## src/logic/scc_cfg.svh

```systemverilog
// timing counts, frame layout and sizes for one serdes channel controller
// assumes the includer compiles with a 250 MHz mclk
`ifndef SCC_CFG_SVH
`define SCC_CFG_SVH

`define SCC_WORD_BITS       18
`define SCC_BIT_MULT        10
`define SCC_EDGES_PER_BIT   2
`define SCC_FRAME_BITS      (`SCC_BIT_MULT * `SCC_EDGES_PER_BIT)
`define SCC_START_BIT       1'h1
`define SCC_STOP_BIT        1'h0
`define SCC_CLK_MHZ         250
`define SCC_POR_MAX_US      1000
`define SCC_PLL_TYP_US      100
`define SCC_PLL_MAX_US      400
`define SCC_TRACK_PPM       200
`define SCC_REF_TOL_PPM     100
`define SCC_ACQ_BITS        1024
`define SCC_LOCK_FRAMES     4
`define SCC_LOSS_FRAMES     4
`define SCC_HOLD_FRAMES     9
`define SCC_REF_GAP         40
`define SCC_FIFO_DEPTH      32

`endif

```

## src/logic/scc_pkg.sv

```systemverilog
// state types for the serdes channel controller
// assumes scc_cfg.svh carries every number
package scc_pkg;

    typedef enum logic [3:0] {
        SCC_PWR_POR  = 4'h1,
        SCC_PWR_DOWN = 4'h2,
        SCC_PWR_PLL  = 4'h4,
        SCC_PWR_RUN  = 4'h8
    } scc_pwr_t;

    typedef enum logic [2:0] {
        SCC_RX_HUNT = 3'h1,
        SCC_RX_LOCK = 3'h2,
        SCC_RX_HOLD = 3'h4
    } scc_rx_t;

endpackage : scc_pkg

```

## src/logic/scc_channel.sv

```systemverilog
// one transceiver channel: power sequencing, framing serializer, loopback, receive lock
// assumes synchronous pins, reference_clock period of one frame (20 mclk cycles), one bit per mclk
`timescale 1ns/1ps
`include "scc_cfg.svh"

// What this block does
// with power enable low the channel idles and releases serial outputs and receive data.
// the controlling logic should hold power enable low until its supply has settled.
// the bit clock is ten times the reference with both edges used, so a frame is twenty bits per reference period.
// the reference clock must run for reception too, and the receiver follows the reference-derived rate within 200 ppm.
// the controlling logic keeps each reference within 100 ppm and between 1.0 and 2.5 Gbps serial rate.
// loopback feeds the transmit stream into the receiver and releases the serial output.
// after reset a power-on phase under 1 ms keeps receive data released and the word clock low.
// after power enable rises the PLL locks within 0.4 ms, here at the typical 0.1 ms.
// the receiver acquires framing within a typical 1024 bit times.
// lock shows only while recovered words are valid and drops when framing is lost.
// every control and clock of this channel acts on this instance alone.
module scc_channel #(
    parameter int POR_CYCLES = `SCC_POR_MAX_US * `SCC_CLK_MHZ - 1,
    parameter int PLL_CYCLES = `SCC_PLL_TYP_US * `SCC_CLK_MHZ,
    parameter int WORD_BITS  = `SCC_WORD_BITS,
    parameter int FIFO_DEPTH = `SCC_FIFO_DEPTH
) (
    input  wire logic                 mclk,
    input  wire logic                 rst_n,
    input  wire logic                 channel_power_enable,
    input  wire logic                 serial_loopback_enable,
    input  wire logic                 reference_clock,
    input  wire logic [WORD_BITS-1:0] transmit_data_bus,
    input  wire logic                 transmit_valid,
    output logic                      transmit_ready,
    input  wire logic                 serial_in_positive,
    output logic                      serial_out_positive,
    output logic                      serial_out_negative,
    output logic                      serial_out_oe,
    output logic      [WORD_BITS-1:0] receive_data_bus,
    output logic                      receive_data_oe,
    output logic                      recovered_word_clock,
    output logic                      recovered_word_clock_oe,
    output logic                      receiver_lock_indicator,
    output logic                      pll_locked,
    output logic                      acquire_timeout,
    output scc_pkg::scc_pwr_t         power_state
);
    import scc_pkg::*;

    localparam int FB = WORD_BITS + 2;
    localparam int CW = 18;
    localparam logic [CW-1:0] POR_LAST  = CW'(POR_CYCLES - 1);
    localparam logic [CW-1:0] PLL_LAST  = CW'(PLL_CYCLES - 1);
    localparam logic [4:0]    PH_LAST   = 5'(FB - 1);
    localparam logic [4:0]    PH_HALF   = 5'(FB / 2);
    localparam logic [7:0]    REF_GAP   = 8'(`SCC_REF_GAP);
    localparam logic [10:0]   ACQ_LAST  = 11'(`SCC_ACQ_BITS - 1);
    localparam logic [2:0]    LOCK_LAST = 3'(`SCC_LOCK_FRAMES - 1);
    localparam logic [2:0]    LOSS_LAST = 3'(`SCC_LOSS_FRAMES - 1);
    localparam logic [3:0]    HOLD_LAST = 4'(`SCC_HOLD_FRAMES - 1);

    // power sequencing state
    scc_pwr_t        st_r;
    scc_pwr_t        st_nxt;
    logic [CW-1:0]   cnt_r;
    logic [CW-1:0]   cnt_nxt;
    logic            ref_q_r;
    logic [7:0]      gap_r;
    logic [7:0]      gap_nxt;
    logic            ref_rise;
    logic            ref_alive;
    logic            run;

    assign ref_rise  = reference_clock && !ref_q_r;
    assign ref_alive = (gap_r < REF_GAP);
    assign run       = (st_r == SCC_PWR_RUN);

    always_comb begin
        st_nxt  = st_r;
        cnt_nxt = cnt_r;
        // a stalled reference keeps the pll, and thus the receiver, out of service
        gap_nxt = ref_rise ? 8'h00 : (ref_alive ? gap_r + 8'h01 : gap_r);
        case (st_r)
            SCC_PWR_POR: begin
                cnt_nxt = cnt_r + 1'h1;
                if (cnt_r == POR_LAST) begin
                    st_nxt  = SCC_PWR_DOWN;
                    cnt_nxt = '0;
                end
            end
            SCC_PWR_DOWN: begin
                cnt_nxt = '0;
                if (channel_power_enable) begin
                    st_nxt = SCC_PWR_PLL;
                end
            end
            SCC_PWR_PLL: begin
                if (!channel_power_enable) begin
                    st_nxt = SCC_PWR_DOWN;
                end else if (!ref_alive) begin
                    cnt_nxt = '0;
                end else if (cnt_r == PLL_LAST) begin
                    st_nxt  = SCC_PWR_RUN;
                    cnt_nxt = '0;
                end else begin
                    cnt_nxt = cnt_r + 1'h1;
                end
            end
            SCC_PWR_RUN: begin
                if (!channel_power_enable) begin
                    st_nxt = SCC_PWR_DOWN;
                end else if (!ref_alive) begin
                    st_nxt = SCC_PWR_PLL;
                end
            end
            default: begin
                st_nxt  = SCC_PWR_POR;
                cnt_nxt = '0;
            end
        endcase
    end

    always_ff @(posedge mclk or negedge rst_n) begin
        if (!rst_n) begin
            st_r    <= SCC_PWR_POR;
            cnt_r   <= '0;
            ref_q_r <= 1'h0;
            gap_r   <= REF_GAP;
        end else begin
            st_r    <= st_nxt;
            cnt_r   <= cnt_nxt;
            ref_q_r <= reference_clock;
            gap_r   <= gap_nxt;
        end
    end

    // transmit path: a word per reference edge into the buffer, a frame per twenty bits out
    logic [WORD_BITS-1:0] fifo_data;
    logic                 fifo_valid;
    logic                 fifo_in_ready;
    logic                 tx_load;
    logic [4:0]           tx_ph_r;
    logic [4:0]           tx_ph_nxt;
    logic [FB-1:0]        tx_sr_r;
    logic [FB-1:0]        tx_sr_nxt;

    assign tx_load        = run && (tx_ph_r == PH_LAST);
    assign transmit_ready = run && fifo_in_ready;

    scc_fifo #(
        .WIDTH (WORD_BITS),
        .DEPTH (FIFO_DEPTH)
    ) u_tx_fifo (
        .mclk      (mclk),
        .rst_n     (rst_n),
        .clr       (!run),
        .in_valid  (run && ref_rise && transmit_valid),
        .in_ready  (fifo_in_ready),
        .in_data   (transmit_data_bus),
        .out_valid (fifo_valid),
        .out_ready (tx_load),
        .out_data  (fifo_data)
    );

    always_comb begin
        tx_ph_nxt = '0;
        tx_sr_nxt = '0;
        if (run) begin
            tx_ph_nxt = tx_load ? 5'h00 : tx_ph_r + 5'h01;
            // an empty buffer still sends a framed zero word so the far receiver keeps lock
            if (tx_load) begin
                tx_sr_nxt = {`SCC_STOP_BIT, (fifo_data & {WORD_BITS{fifo_valid}}), `SCC_START_BIT};
            end else begin
                tx_sr_nxt = {1'h0, tx_sr_r[FB-1:1]};
            end
        end
    end

    always_ff @(posedge mclk or negedge rst_n) begin
        if (!rst_n) begin
            tx_ph_r <= '0;
            tx_sr_r <= '0;
        end else begin
            tx_ph_r <= tx_ph_nxt;
            tx_sr_r <= tx_sr_nxt;
        end
    end

    assign serial_out_positive = tx_sr_r[0];
    assign serial_out_negative = !tx_sr_r[0];
    assign serial_out_oe       = run && !serial_loopback_enable;

    // receive path: frame hunt, lock, loss and hold-off
    scc_rx_t              rx_st_r;
    scc_rx_t              rx_st_nxt;
    logic [FB-1:0]        rx_sr_r;
    logic [FB-1:0]        rx_sr_nxt;
    logic [4:0]           rx_ph_r;
    logic [4:0]           rx_ph_nxt;
    logic [2:0]           hits_r;
    logic [2:0]           hits_nxt;
    logic [3:0]           hold_r;
    logic [3:0]           hold_nxt;
    logic [10:0]          acq_r;
    logic [10:0]          acq_nxt;
    logic                 acq_to_r;
    logic                 acq_to_nxt;
    logic [WORD_BITS-1:0] rdata_r;
    logic [WORD_BITS-1:0] rdata_nxt;
    logic                 wclk_r;
    logic                 wclk_nxt;
    logic                 rx_bit;
    logic                 at_edge;
    logic                 frame_ok;

    assign rx_bit   = serial_loopback_enable ? tx_sr_r[0] : serial_in_positive;
    assign at_edge  = (rx_ph_r == PH_LAST);

    always_comb begin
        rx_sr_nxt  = {rx_bit, rx_sr_r[FB-1:1]};
        frame_ok   = (rx_sr_nxt[0] == `SCC_START_BIT) && (rx_sr_nxt[FB-1] == `SCC_STOP_BIT);
        rx_st_nxt  = rx_st_r;
        rx_ph_nxt  = at_edge ? 5'h00 : rx_ph_r + 5'h01;
        hits_nxt   = hits_r;
        hold_nxt   = hold_r;
        acq_nxt    = acq_r;
        acq_to_nxt = acq_to_r;
        rdata_nxt  = rdata_r;
        case (rx_st_r)
            SCC_RX_HUNT: begin
                acq_nxt = (acq_r == ACQ_LAST) ? acq_r : acq_r + 11'h001;
                if (acq_r == ACQ_LAST) begin
                    acq_to_nxt = 1'h1;
                end
                if (at_edge) begin
                    if (frame_ok) begin
                        hits_nxt = hits_r + 3'h1;
                        if (hits_r == LOCK_LAST) begin
                            rx_st_nxt  = SCC_RX_LOCK;
                            hits_nxt   = '0;
                            acq_to_nxt = 1'h0;
                            rdata_nxt  = rx_sr_nxt[FB-2:1];
                        end
                    end else begin
                        // slip one bit so every position is tried
                        hits_nxt  = '0;
                        rx_ph_nxt = PH_LAST;
                    end
                end
            end
            SCC_RX_LOCK: begin
                if (at_edge) begin
                    rdata_nxt = rx_sr_nxt[FB-2:1];
                    hits_nxt  = frame_ok ? 3'h0 : hits_r + 3'h1;
                    if (!frame_ok && hits_r == LOSS_LAST) begin
                        rx_st_nxt = SCC_RX_HOLD;
                        hits_nxt  = '0;
                        hold_nxt  = '0;
                    end
                end
            end
            SCC_RX_HOLD: begin
                if (at_edge) begin
                    hold_nxt = hold_r + 4'h1;
                    if (hold_r == HOLD_LAST) begin
                        rx_st_nxt = SCC_RX_HUNT;
                        acq_nxt   = '0;
                    end
                end
            end
            default: begin
                rx_st_nxt = SCC_RX_HUNT;
            end
        endcase
        wclk_nxt = (rx_st_nxt == SCC_RX_LOCK) && (rx_ph_nxt < PH_HALF);
        // receiver needs pll phases, so it idles until the pll is up
        if (!run) begin
            rx_st_nxt  = SCC_RX_HUNT;
            rx_sr_nxt  = '0;
            rx_ph_nxt  = '0;
            hits_nxt   = '0;
            hold_nxt   = '0;
            acq_nxt    = '0;
            acq_to_nxt = 1'h0;
            rdata_nxt  = '0;
            wclk_nxt   = 1'h0;
        end
    end

    always_ff @(posedge mclk or negedge rst_n) begin
        if (!rst_n) begin
            rx_st_r  <= SCC_RX_HUNT;
            rx_sr_r  <= '0;
            rx_ph_r  <= '0;
            hits_r   <= '0;
            hold_r   <= '0;
            acq_r    <= '0;
            acq_to_r <= 1'h0;
            rdata_r  <= '0;
            wclk_r   <= 1'h0;
        end else begin
            rx_st_r  <= rx_st_nxt;
            rx_sr_r  <= rx_sr_nxt;
            rx_ph_r  <= rx_ph_nxt;
            hits_r   <= hits_nxt;
            hold_r   <= hold_nxt;
            acq_r    <= acq_nxt;
            acq_to_r <= acq_to_nxt;
            rdata_r  <= rdata_nxt;
            wclk_r   <= wclk_nxt;
        end
    end

    // all state is local, so four instances run fully apart
    assign receiver_lock_indicator = run && (rx_st_r == SCC_RX_LOCK);
    assign receive_data_oe         = receiver_lock_indicator;
    assign recovered_word_clock_oe = receiver_lock_indicator;
    assign receive_data_bus        = rdata_r;
    assign recovered_word_clock    = wclk_r;
    assign pll_locked              = run;
    assign acquire_timeout         = acq_to_r;
    assign power_state             = st_r;

endmodule : scc_channel

```

## src/logic/scc_fifo.sv

```systemverilog
// first-in first-out buffer with valid/ready on both sides and a flush
// assumes one clock, DEPTH a power of two
`timescale 1ns/1ps

module scc_fifo #(
    parameter int WIDTH = 18,
    parameter int DEPTH = 32
) (
    input  wire logic             mclk,
    input  wire logic             rst_n,
    input  wire logic             clr,
    input  wire logic             in_valid,
    output logic                  in_ready,
    input  wire logic [WIDTH-1:0] in_data,
    output logic                  out_valid,
    input  wire logic             out_ready,
    output logic      [WIDTH-1:0] out_data
);
    localparam int AW = $clog2(DEPTH);

    logic [WIDTH-1:0] mem [DEPTH];
    logic [AW:0]      wr_r;
    logic [AW:0]      wr_nxt;
    logic [AW:0]      rd_r;
    logic [AW:0]      rd_nxt;
    logic             push;
    logic             pop;

    // extra pointer bit tells full from empty
    assign in_ready  = (wr_r[AW] == rd_r[AW]) || (wr_r[AW-1:0] != rd_r[AW-1:0]);
    assign out_valid = (wr_r != rd_r);
    assign out_data  = mem[rd_r[AW-1:0]];
    assign push      = in_valid && in_ready && !clr;
    assign pop       = out_valid && out_ready && !clr;

    always_comb begin
        wr_nxt = clr ? '0 : (push ? wr_r + 1'h1 : wr_r);
        rd_nxt = clr ? '0 : (pop ? rd_r + 1'h1 : rd_r);
    end

    always_ff @(posedge mclk or negedge rst_n) begin
        if (!rst_n) begin
            wr_r <= '0;
            rd_r <= '0;
        end else begin
            wr_r <= wr_nxt;
            rd_r <= rd_nxt;
        end
    end

    // storage has no reset; empty pointers hide its content
    always_ff @(posedge mclk) begin
        if (push) begin
            mem[wr_r[AW-1:0]] <= in_data;
        end
    end

endmodule : scc_fifo

```

## config.mk

```make
export PLATFORM = sky130hd
export DESIGN_NAME = scc_channel
export DESIGN_NICKNAME = d
export VERILOG_FILES = /design/src/logic/scc_pkg.sv /design/src/logic/scc_channel.sv /design/src/logic/scc_fifo.sv
export VERILOG_INCLUDE_DIRS = /design/src /design/src/logic
export SDC_FILE = /design/constraint.sdc
export NUM_CORES = 1
export LEC_CHECK = 0
export ABC_AREA = 1
export BUFFER_PORTS_ARGS = -buffer_cell sky130_fd_sc_hd__buf_2
export CAP_MARGIN = 10
export CORE_AREA = 2 2 316 255
export DETAILED_ROUTE_END_ITERATION = 10
export DIE_AREA = 0 0 318 257
export GPL_TIMING_DRIVEN = 0
export HOLD_SLACK_MARGIN = 0.1
export SETUP_SLACK_MARGIN = 0.15
export SLEW_MARGIN = 30
export SYNTH_ARGS = -nofsm -noshare
export SYNTH_HDL_FRONTEND = slang
export SYNTH_SLANG_ARGS = --single-unit
```

## constraint.sdc

```tcl
create_clock -name mclk -period 3.6 [get_ports mclk]
set_input_delay 0.72 -clock mclk [delete_from_list [all_inputs] [get_ports mclk]]
set_output_delay 0.72 -clock mclk [all_outputs]
set_load 0.01 [all_outputs]
```

==> results of run 1 <==
-- stage by stage --
step | hold WS [ns] | std cells | cell area, um2 | worst slack, ns | util
2_1_floorplan | 0.424 | 3183 | 31200 | 0.235 | -
3_3_place_gp | 0.452 | 4273 | 32700 | -2.35 | 0.418
3_5_place_dp | 0.460 | 4313 | 33800 | -0.390 | 0.432
4_1_cts | 0.196 | 4454 | 36300 | 0.149 | 0.463
5_1_grt | 0.202 | 4453 | 36300 | 0.148 | 0.464
6_report | 0.215 | 4453 | 36300 | 0.260 | 0.464
-- layer usage --
metal / GRT usage / share of wire / vias up
li1: - / - / 10700
met3: 0.0558 / 0.11 / 239
met5: 0 / 0.00023 / -
met4: 0.0813 / 0.037 / 4
met2: 0.353 / 0.42 / 1237
met1: 0.346 / 0.43 / 11300
-- logic make-up after synthesis --
kind of cell,share of synthesized area
xor gates and xnor gates,0.00394
adders and majority gates,0.00683
DFF,0.661
and+or+nand+nor,0.224
AOI/OAI and AO/OA,0.0270
buffers and inverters,0.0768
muxes,0.000321
-- path summary, 6_finish.rpt --
| path | from | endpoint | slack (ns) | cells past startpoint |
|---|---|---|---|---|
| setup / recovery | power_state[0] | transmit_ready | 0.26 | 6 |
| hold / removal | reference_clock | ref_q_r | 0.22 | 1 |
| setup reg to reg | power_state[1] | u_tx_fifo.mem[7][5] | 0.35 | 10 |
| hold reg to reg | tx_ph_r[0] | tx_ph_r[0] | 0.48 | 1 |
| max in group asynchronous | rst_n | rx_st_r[0] | 2.23 | 3 |
| min in group asynchronous | rst_n | cnt_r[17] | 0.59 | 2 |
-- cell usage after synthesis, drive strengths merged, types with 2 or more instances --
library cell,number
buf,87
nand2,987
xnor2,5
inv,461
edfxtp,576
and3,2
dfstp,4
nor3b,3
nor2,249
clkinv,2
xor2,9
clkbuf,55
o22ai,7
nand4,18
dfrtp,128
nand3,410
o21ai,107
nor3,16
a21oi,11
o21bai,17
o211ai,2
ha,17
-- what timing repair did --
item                       CTS  global route
setup endpoints to repair    7           235
pin swaps                    1             2
hold buffers                 1             0
hold endpoints to repair    45             0
gates cloned                 0             0
setup buffers                4             0
gates resized for setup      0             3
-- power groups by stage --
stage / logic, uW / registers [uW] / clock network (uW)
floorplan: 202 / 9130 / 0
CTS: 471 / 8960 / 7820
detailed placement: 468 / 9130 / 0
finish: 467 / 8960 / 7760
global placement: 456 / 9130 / 0
global route: 528 / 8960 / 8150
-- state kept, by name, indices dropped and copies added, names as in the netlist, 3 cells and up --
signal            flops
hold_r                4
acq_r                11
tx_sr_r              19
gap_r                 8
receive_data_bus     18
cnt_r                18
tx_ph_r               5
u_tx_fifo.wr_r        6
hits_r                3
power_state           4
rx_ph_r               5
u_tx_fifo.rd_r        6
u_tx_fifo.mem       576
rx_st_r               3
rx_sr_r              19
-- critical path, cell delays in order, from the launching register on --
cell and delay [ns]:
dfstp_2 0.56, nor2_2 0.06, nand2_2 0.15, buf_4 0.24, clkbuf_1 0.56, a21oi_1 0.22
buf_2 0.21
-- cells in the final DEF, fill, tap and decap left out, types with 4 or more instances in the layout --
cell type,n
nor2_4,29
bufinv_16,8
nor2_1,219
xor2_1,9
nand4_1,18
buf_4,17
buf_2,126
nand2_1,984
a21oi_1,11
clkinv_1,17
clkinv_2,9
clkbuf_1,73
o21ai_0,105
nor3_1,11
o21bai_1,17
clkbuf_16,77
clkinv_8,4
buf_1,8
edfxtp_1,576
ha_1,17
nand3_1,407
dfrtp_1,128
inv_1,454
xnor2_1,5
inv_2,6
dfstp_2,4
buf_16,27
o22ai_1,7
buf_6,4
-- area by class of cell --
type / instances / area share
flip-flops and latches: 708 / 0.567
multi-input cells: 1870 / 0.231
clock buffers: 97 / 0.0551
inverters: 463 / 0.0479
well taps: 1034 / 0.0356
repair buffers: 101 / 0.0333
plain buffers: 141 / 0.0179
clock inverters: 39 / 0.0118
==> impl_metrics.tcl, run 1 <==
set metrics [dict create \
    final.setup.tns_ns 0 \
    floorplan.die.width_um 318 \
    cts.htree.levels 3 \
    crit_required_ns 2.88 \
    dr_wl_cell_um 22.1 \
    synth_enable_flop_cells 576 \
    drive_gt1_frac 0.0983 \
    detail_route.iter0.violations 3225 \
    cts_buffers 74 \
    max_slew_margin 0.304 \
    rsz0062_at_grt "no" \
    mappedNetlistArea_um2 31200 \
    max-cap-violations 0 \
    detailed_place_hpwl_um 67100 \
    worst_clock_skew_ns 0.0389 \
    syn-instance-count 3183 \
    seq_power_share 0.521 \
    route.final.wire_length_um 98200 \
    drt-vias-per-instance 5.26 \
    port_buffers 56 \
    drt_pre_antenna_iters 6 \
    final.min_clock_period_ns 3.34 \
    final-setup-viol-count 0 \
    cts.path.max_buffers 3 \
    max_transition_viols_final 0 \
    seq_total_area_yosys 0.661 \
    report.final.hold_viol_count 0 \
    fillers 7114 \
    power.static_leakage_uw 0.0153 \
    floorplan.die_area_um2 81700 \
    clock-root-buffer "clkbuf_16" \
    synth_largest_type_area_fraction 0.555 \
    grt_pass1_wl_um 143000 \
    ys_async_sr_fraction 0.186 \
    antenna_left 0 \
    cts_sinks 708 \
    coreArea_um2 78400 \
    nets_in_the_synthesized_netlist 3225 \
    crit_path_end_kind "output pin" \
    fmax_mhz 299 \
    globalRouteTotalUtil 0.239 \
    die_height_um 257 \
    drt_drc_violations_left 0 \
    ios 57 \
    type_of_the_setup_path_with_the_least_slack "flip-flop to output pin" \
    grt_remaining_overflow 0 \
    gp_routability_congestion 0.935 \
    power_frac_comb 0.027 \
    syn2layout_area_growth_pct 16.6 \
    outcome "complete, no violations" \
    power.ir.vdd_worst_mv 0.419 \
    max_slew.worst_pin.slew_ns 1.04 \
    worstHoldPathType "primary input to flip-flop" \
    power_switching_uw 3650 \
    regArea_um2 20600 \
    critical_path_peak_fanout 10 \
    detailroute.via_count 23400 \
    synth_area_leader_cell "edfxtp_1" \
    clkSlewWorstSetupHoldPaths_ns 0.06 \
    netlist_top_cells_area "edfxtp_1, nand2_1, dfrtp_1" \
    synth_warnings 0 \
    power-per-cell-area_nw_per_um2 473 \
    floorplan_row_count 92 \
    first_global_vias 21600 \
    synth-main-ff-cell "edfxtp_1" \
    antenna_cells 0 \
    data_arrival_critical_path_ns 2.62 \
    grt_max_degree 85 \
    clk-insertion-delay-late_ns 0.65 \
    cts_tree "done" \
    switching_share 0.212 \
    netlist-cell-type-count 46 \
    synth_seq_cells 708 \
    initial_antenna_violation_count 5 \
    power_report.internal_total_uw 13500 \
    multiInputGateArea_um2 8400 \
    layout_worst_path_cycle_share 0.928 \
    setup.worst_path.start_class "flip-flop" \
    power.total_uw 17200 \
    initial_core_utilization 0.397 \
    finish.net_count 3401 \
    power_frac_clock 0.451 \
    synth_area_per_cell_um2 9.79 \
]
Power figures use the tool's default switching activity.
==> run 2: changes to the inputs <==
GPL_TIMING_DRIVEN = 1   (was 0)
==> impl_metrics.tcl, run 2 (synthesis gave the netlist of run 1 again) <==
set metrics [dict create \
    floorplan.die_area_um2 81700 \
    first_global_vias 20200 \
    max_slew.worst_pin.slew_ns 0.968 \
    detail_route.iter0.violations 2470 \
    max_slew_margin 0.355 \
    antenna_left 0 \
    die_height_um 257 \
    post-place-cells 4192 \
    syn2layout_area_growth_pct 12.9 \
    dp_slack_ns 0.589 \
    drive_gt1_frac 0.0856 \
    final.setup.tns_ns 0 \
    port_buffers 56 \
    final-setup-viol-count 0 \
    drt_pre_antenna_iters 6 \
    clk-insertion-delay-late_ns 0.63 \
    finalWorstSetupSlack_ns 0.507 \
    cts_buffers 74 \
    coreArea_um2 78400 \
    max_transition_viols_final 0 \
    data_arrival_critical_path_ns 2.37 \
    globalRouteTotalUtil 0.194 \
    critical_path_peak_fanout 57 \
    multiInputGateArea_um2 8250 \
    clkSlewWorstSetupHoldPaths_ns 0.06 \
    floorplan_row_count 92 \
    drt_drc_violations_left 0 \
    floorplan.die.width_um 318 \
    cts_hold_buf 0 \
    max-cap-violations 0 \
    regArea_um2 20600 \
    fillers 7318 \
    cts.htree.levels 3 \
    max_ffs_per_register 576 \
    layout_worst_path_cycle_share 0.859 \
    power.ir.vdd_worst_mv 0.479 \
    cts_tree "done" \
    gp_routability_congestion 0.866 \
    cts.repair.resized 0 \
    type_of_the_setup_path_with_the_least_slack "flip-flop to output pin" \
    drt-vias-per-instance 4.96 \
    grt_remaining_overflow 0 \
    layout_cells_excl_fill 4329 \
    initial_core_utilization 0.397 \
    clock-root-buffer "clkbuf_16" \
    finish.net_count 3276 \
    detailroute.via_count 21500 \
    power-per-cell-area_nw_per_um2 485 \
    detailed_place_hpwl_um 47400 \
    outcome "complete, no violations" \
    rsz0062_at_grt "no" \
    initial_antenna_violation_count 1 \
    route.final.wire_length_um 78800 \
    cts_sinks 708 \
    crit_required_ns 2.88 \
    layout_common_cells "nand2_1, edfxtp_1, inv_1" \
    crit_path_end_kind "output pin" \
    power.static_leakage_uw 0.0148 \
    report.final.hold_viol_count 0 \
    fmax_mhz 323 \
    ios 57 \
    antenna_cells 0 \
    grt_pass1_wl_um 122000 \
    dr_wl_cell_um 18.2 \
    worst_clock_skew_ns 0.0211 \
    worstHoldPathType "primary input to asynchronous set/reset pin" \
    setup.worst_path.start_class "flip-flop" \
    postCtsSetupRepairBufs 0 \
    mostFrequentLayoutCell "nand2_1" \
    grt_max_degree 169 \
    cts.path.max_buffers 3 \
    final.min_clock_period_ns 3.09 \
]
==> run 2: per-stage QoR <==
step / total power (uW) / utilization / area [um2] / hold WS (ns)
floorplan: 9330 / - / 31200 / 0.424
global placement: 9610 / 0.418 / 32800 / 0.453
detailed placement: 9610 / 0.418 / 32800 / 0.460
CTS: 17200 / 0.449 / 35200 / 0.165
global route: 17600 / 0.449 / 35200 / 0.191
finish: 17100 / 0.449 / 35200 / 0.133
==> run 2: layer usage <==
layer | routed length, um | GRT usage
met3 | 5140 | 0.0357
met2 | 35000 | 0.290
met1 | 37200 | 0.291
met4 | 1480 | 0.0439
met5 | 17 | 0
==> run 2: cell type report <==
class	count	share of cell area
clock buffer	100	0.0580
inverter	463	0.0498
sequential	708	0.586
timing repair buffer	117	0.0240
clock inverter	37	0.0110
tap	1034	0.0368
multi-input combinational	1870	0.235
==> run 2: worst max-delay path, cell delays in order, from the launching register on <==
cell	delay, ns
dfrtp_4	0.71
inv_8	0.23
nand2_1	0.12
nand2_1	0.06
nor2_1	0.12
nand2_1	0.07
nor2_1	0.14
a21oi_1	0.09
buf_2	0.18
==> run 2: final timing paths <==
path / cells after the start / start / to / slack (ns)
min reg2reg: 1 / tx_ph_r[0] / tx_ph_r[0] / 0.47
min in group mclk: 1 / reference_clock / ref_q_r / 0.21
min: 1 / rst_n / gap_r[7] / 0.13
max in group asynchronous: 2 / rst_n / tx_sr_r[12] / 2.66
max: 8 / u_tx_fifo.rd_r[0] / transmit_ready / 0.51
max reg2reg: 11 / u_tx_fifo.rd_r[0] / u_tx_fifo.mem[6][9] / 0.66
==> run 2: power by group <==
part | total, uW | switching (uW) | internal (uW) | leakage, uW
Combinational | 474 | 372 | 102 | 0.00662
Sequential | 8960 | 41.4 | 8920 | 0.00699
Clock | 7620 | 3240 | 4390 | 0.00118
Total | 17100 | 3650 | 13400 | 0.0148
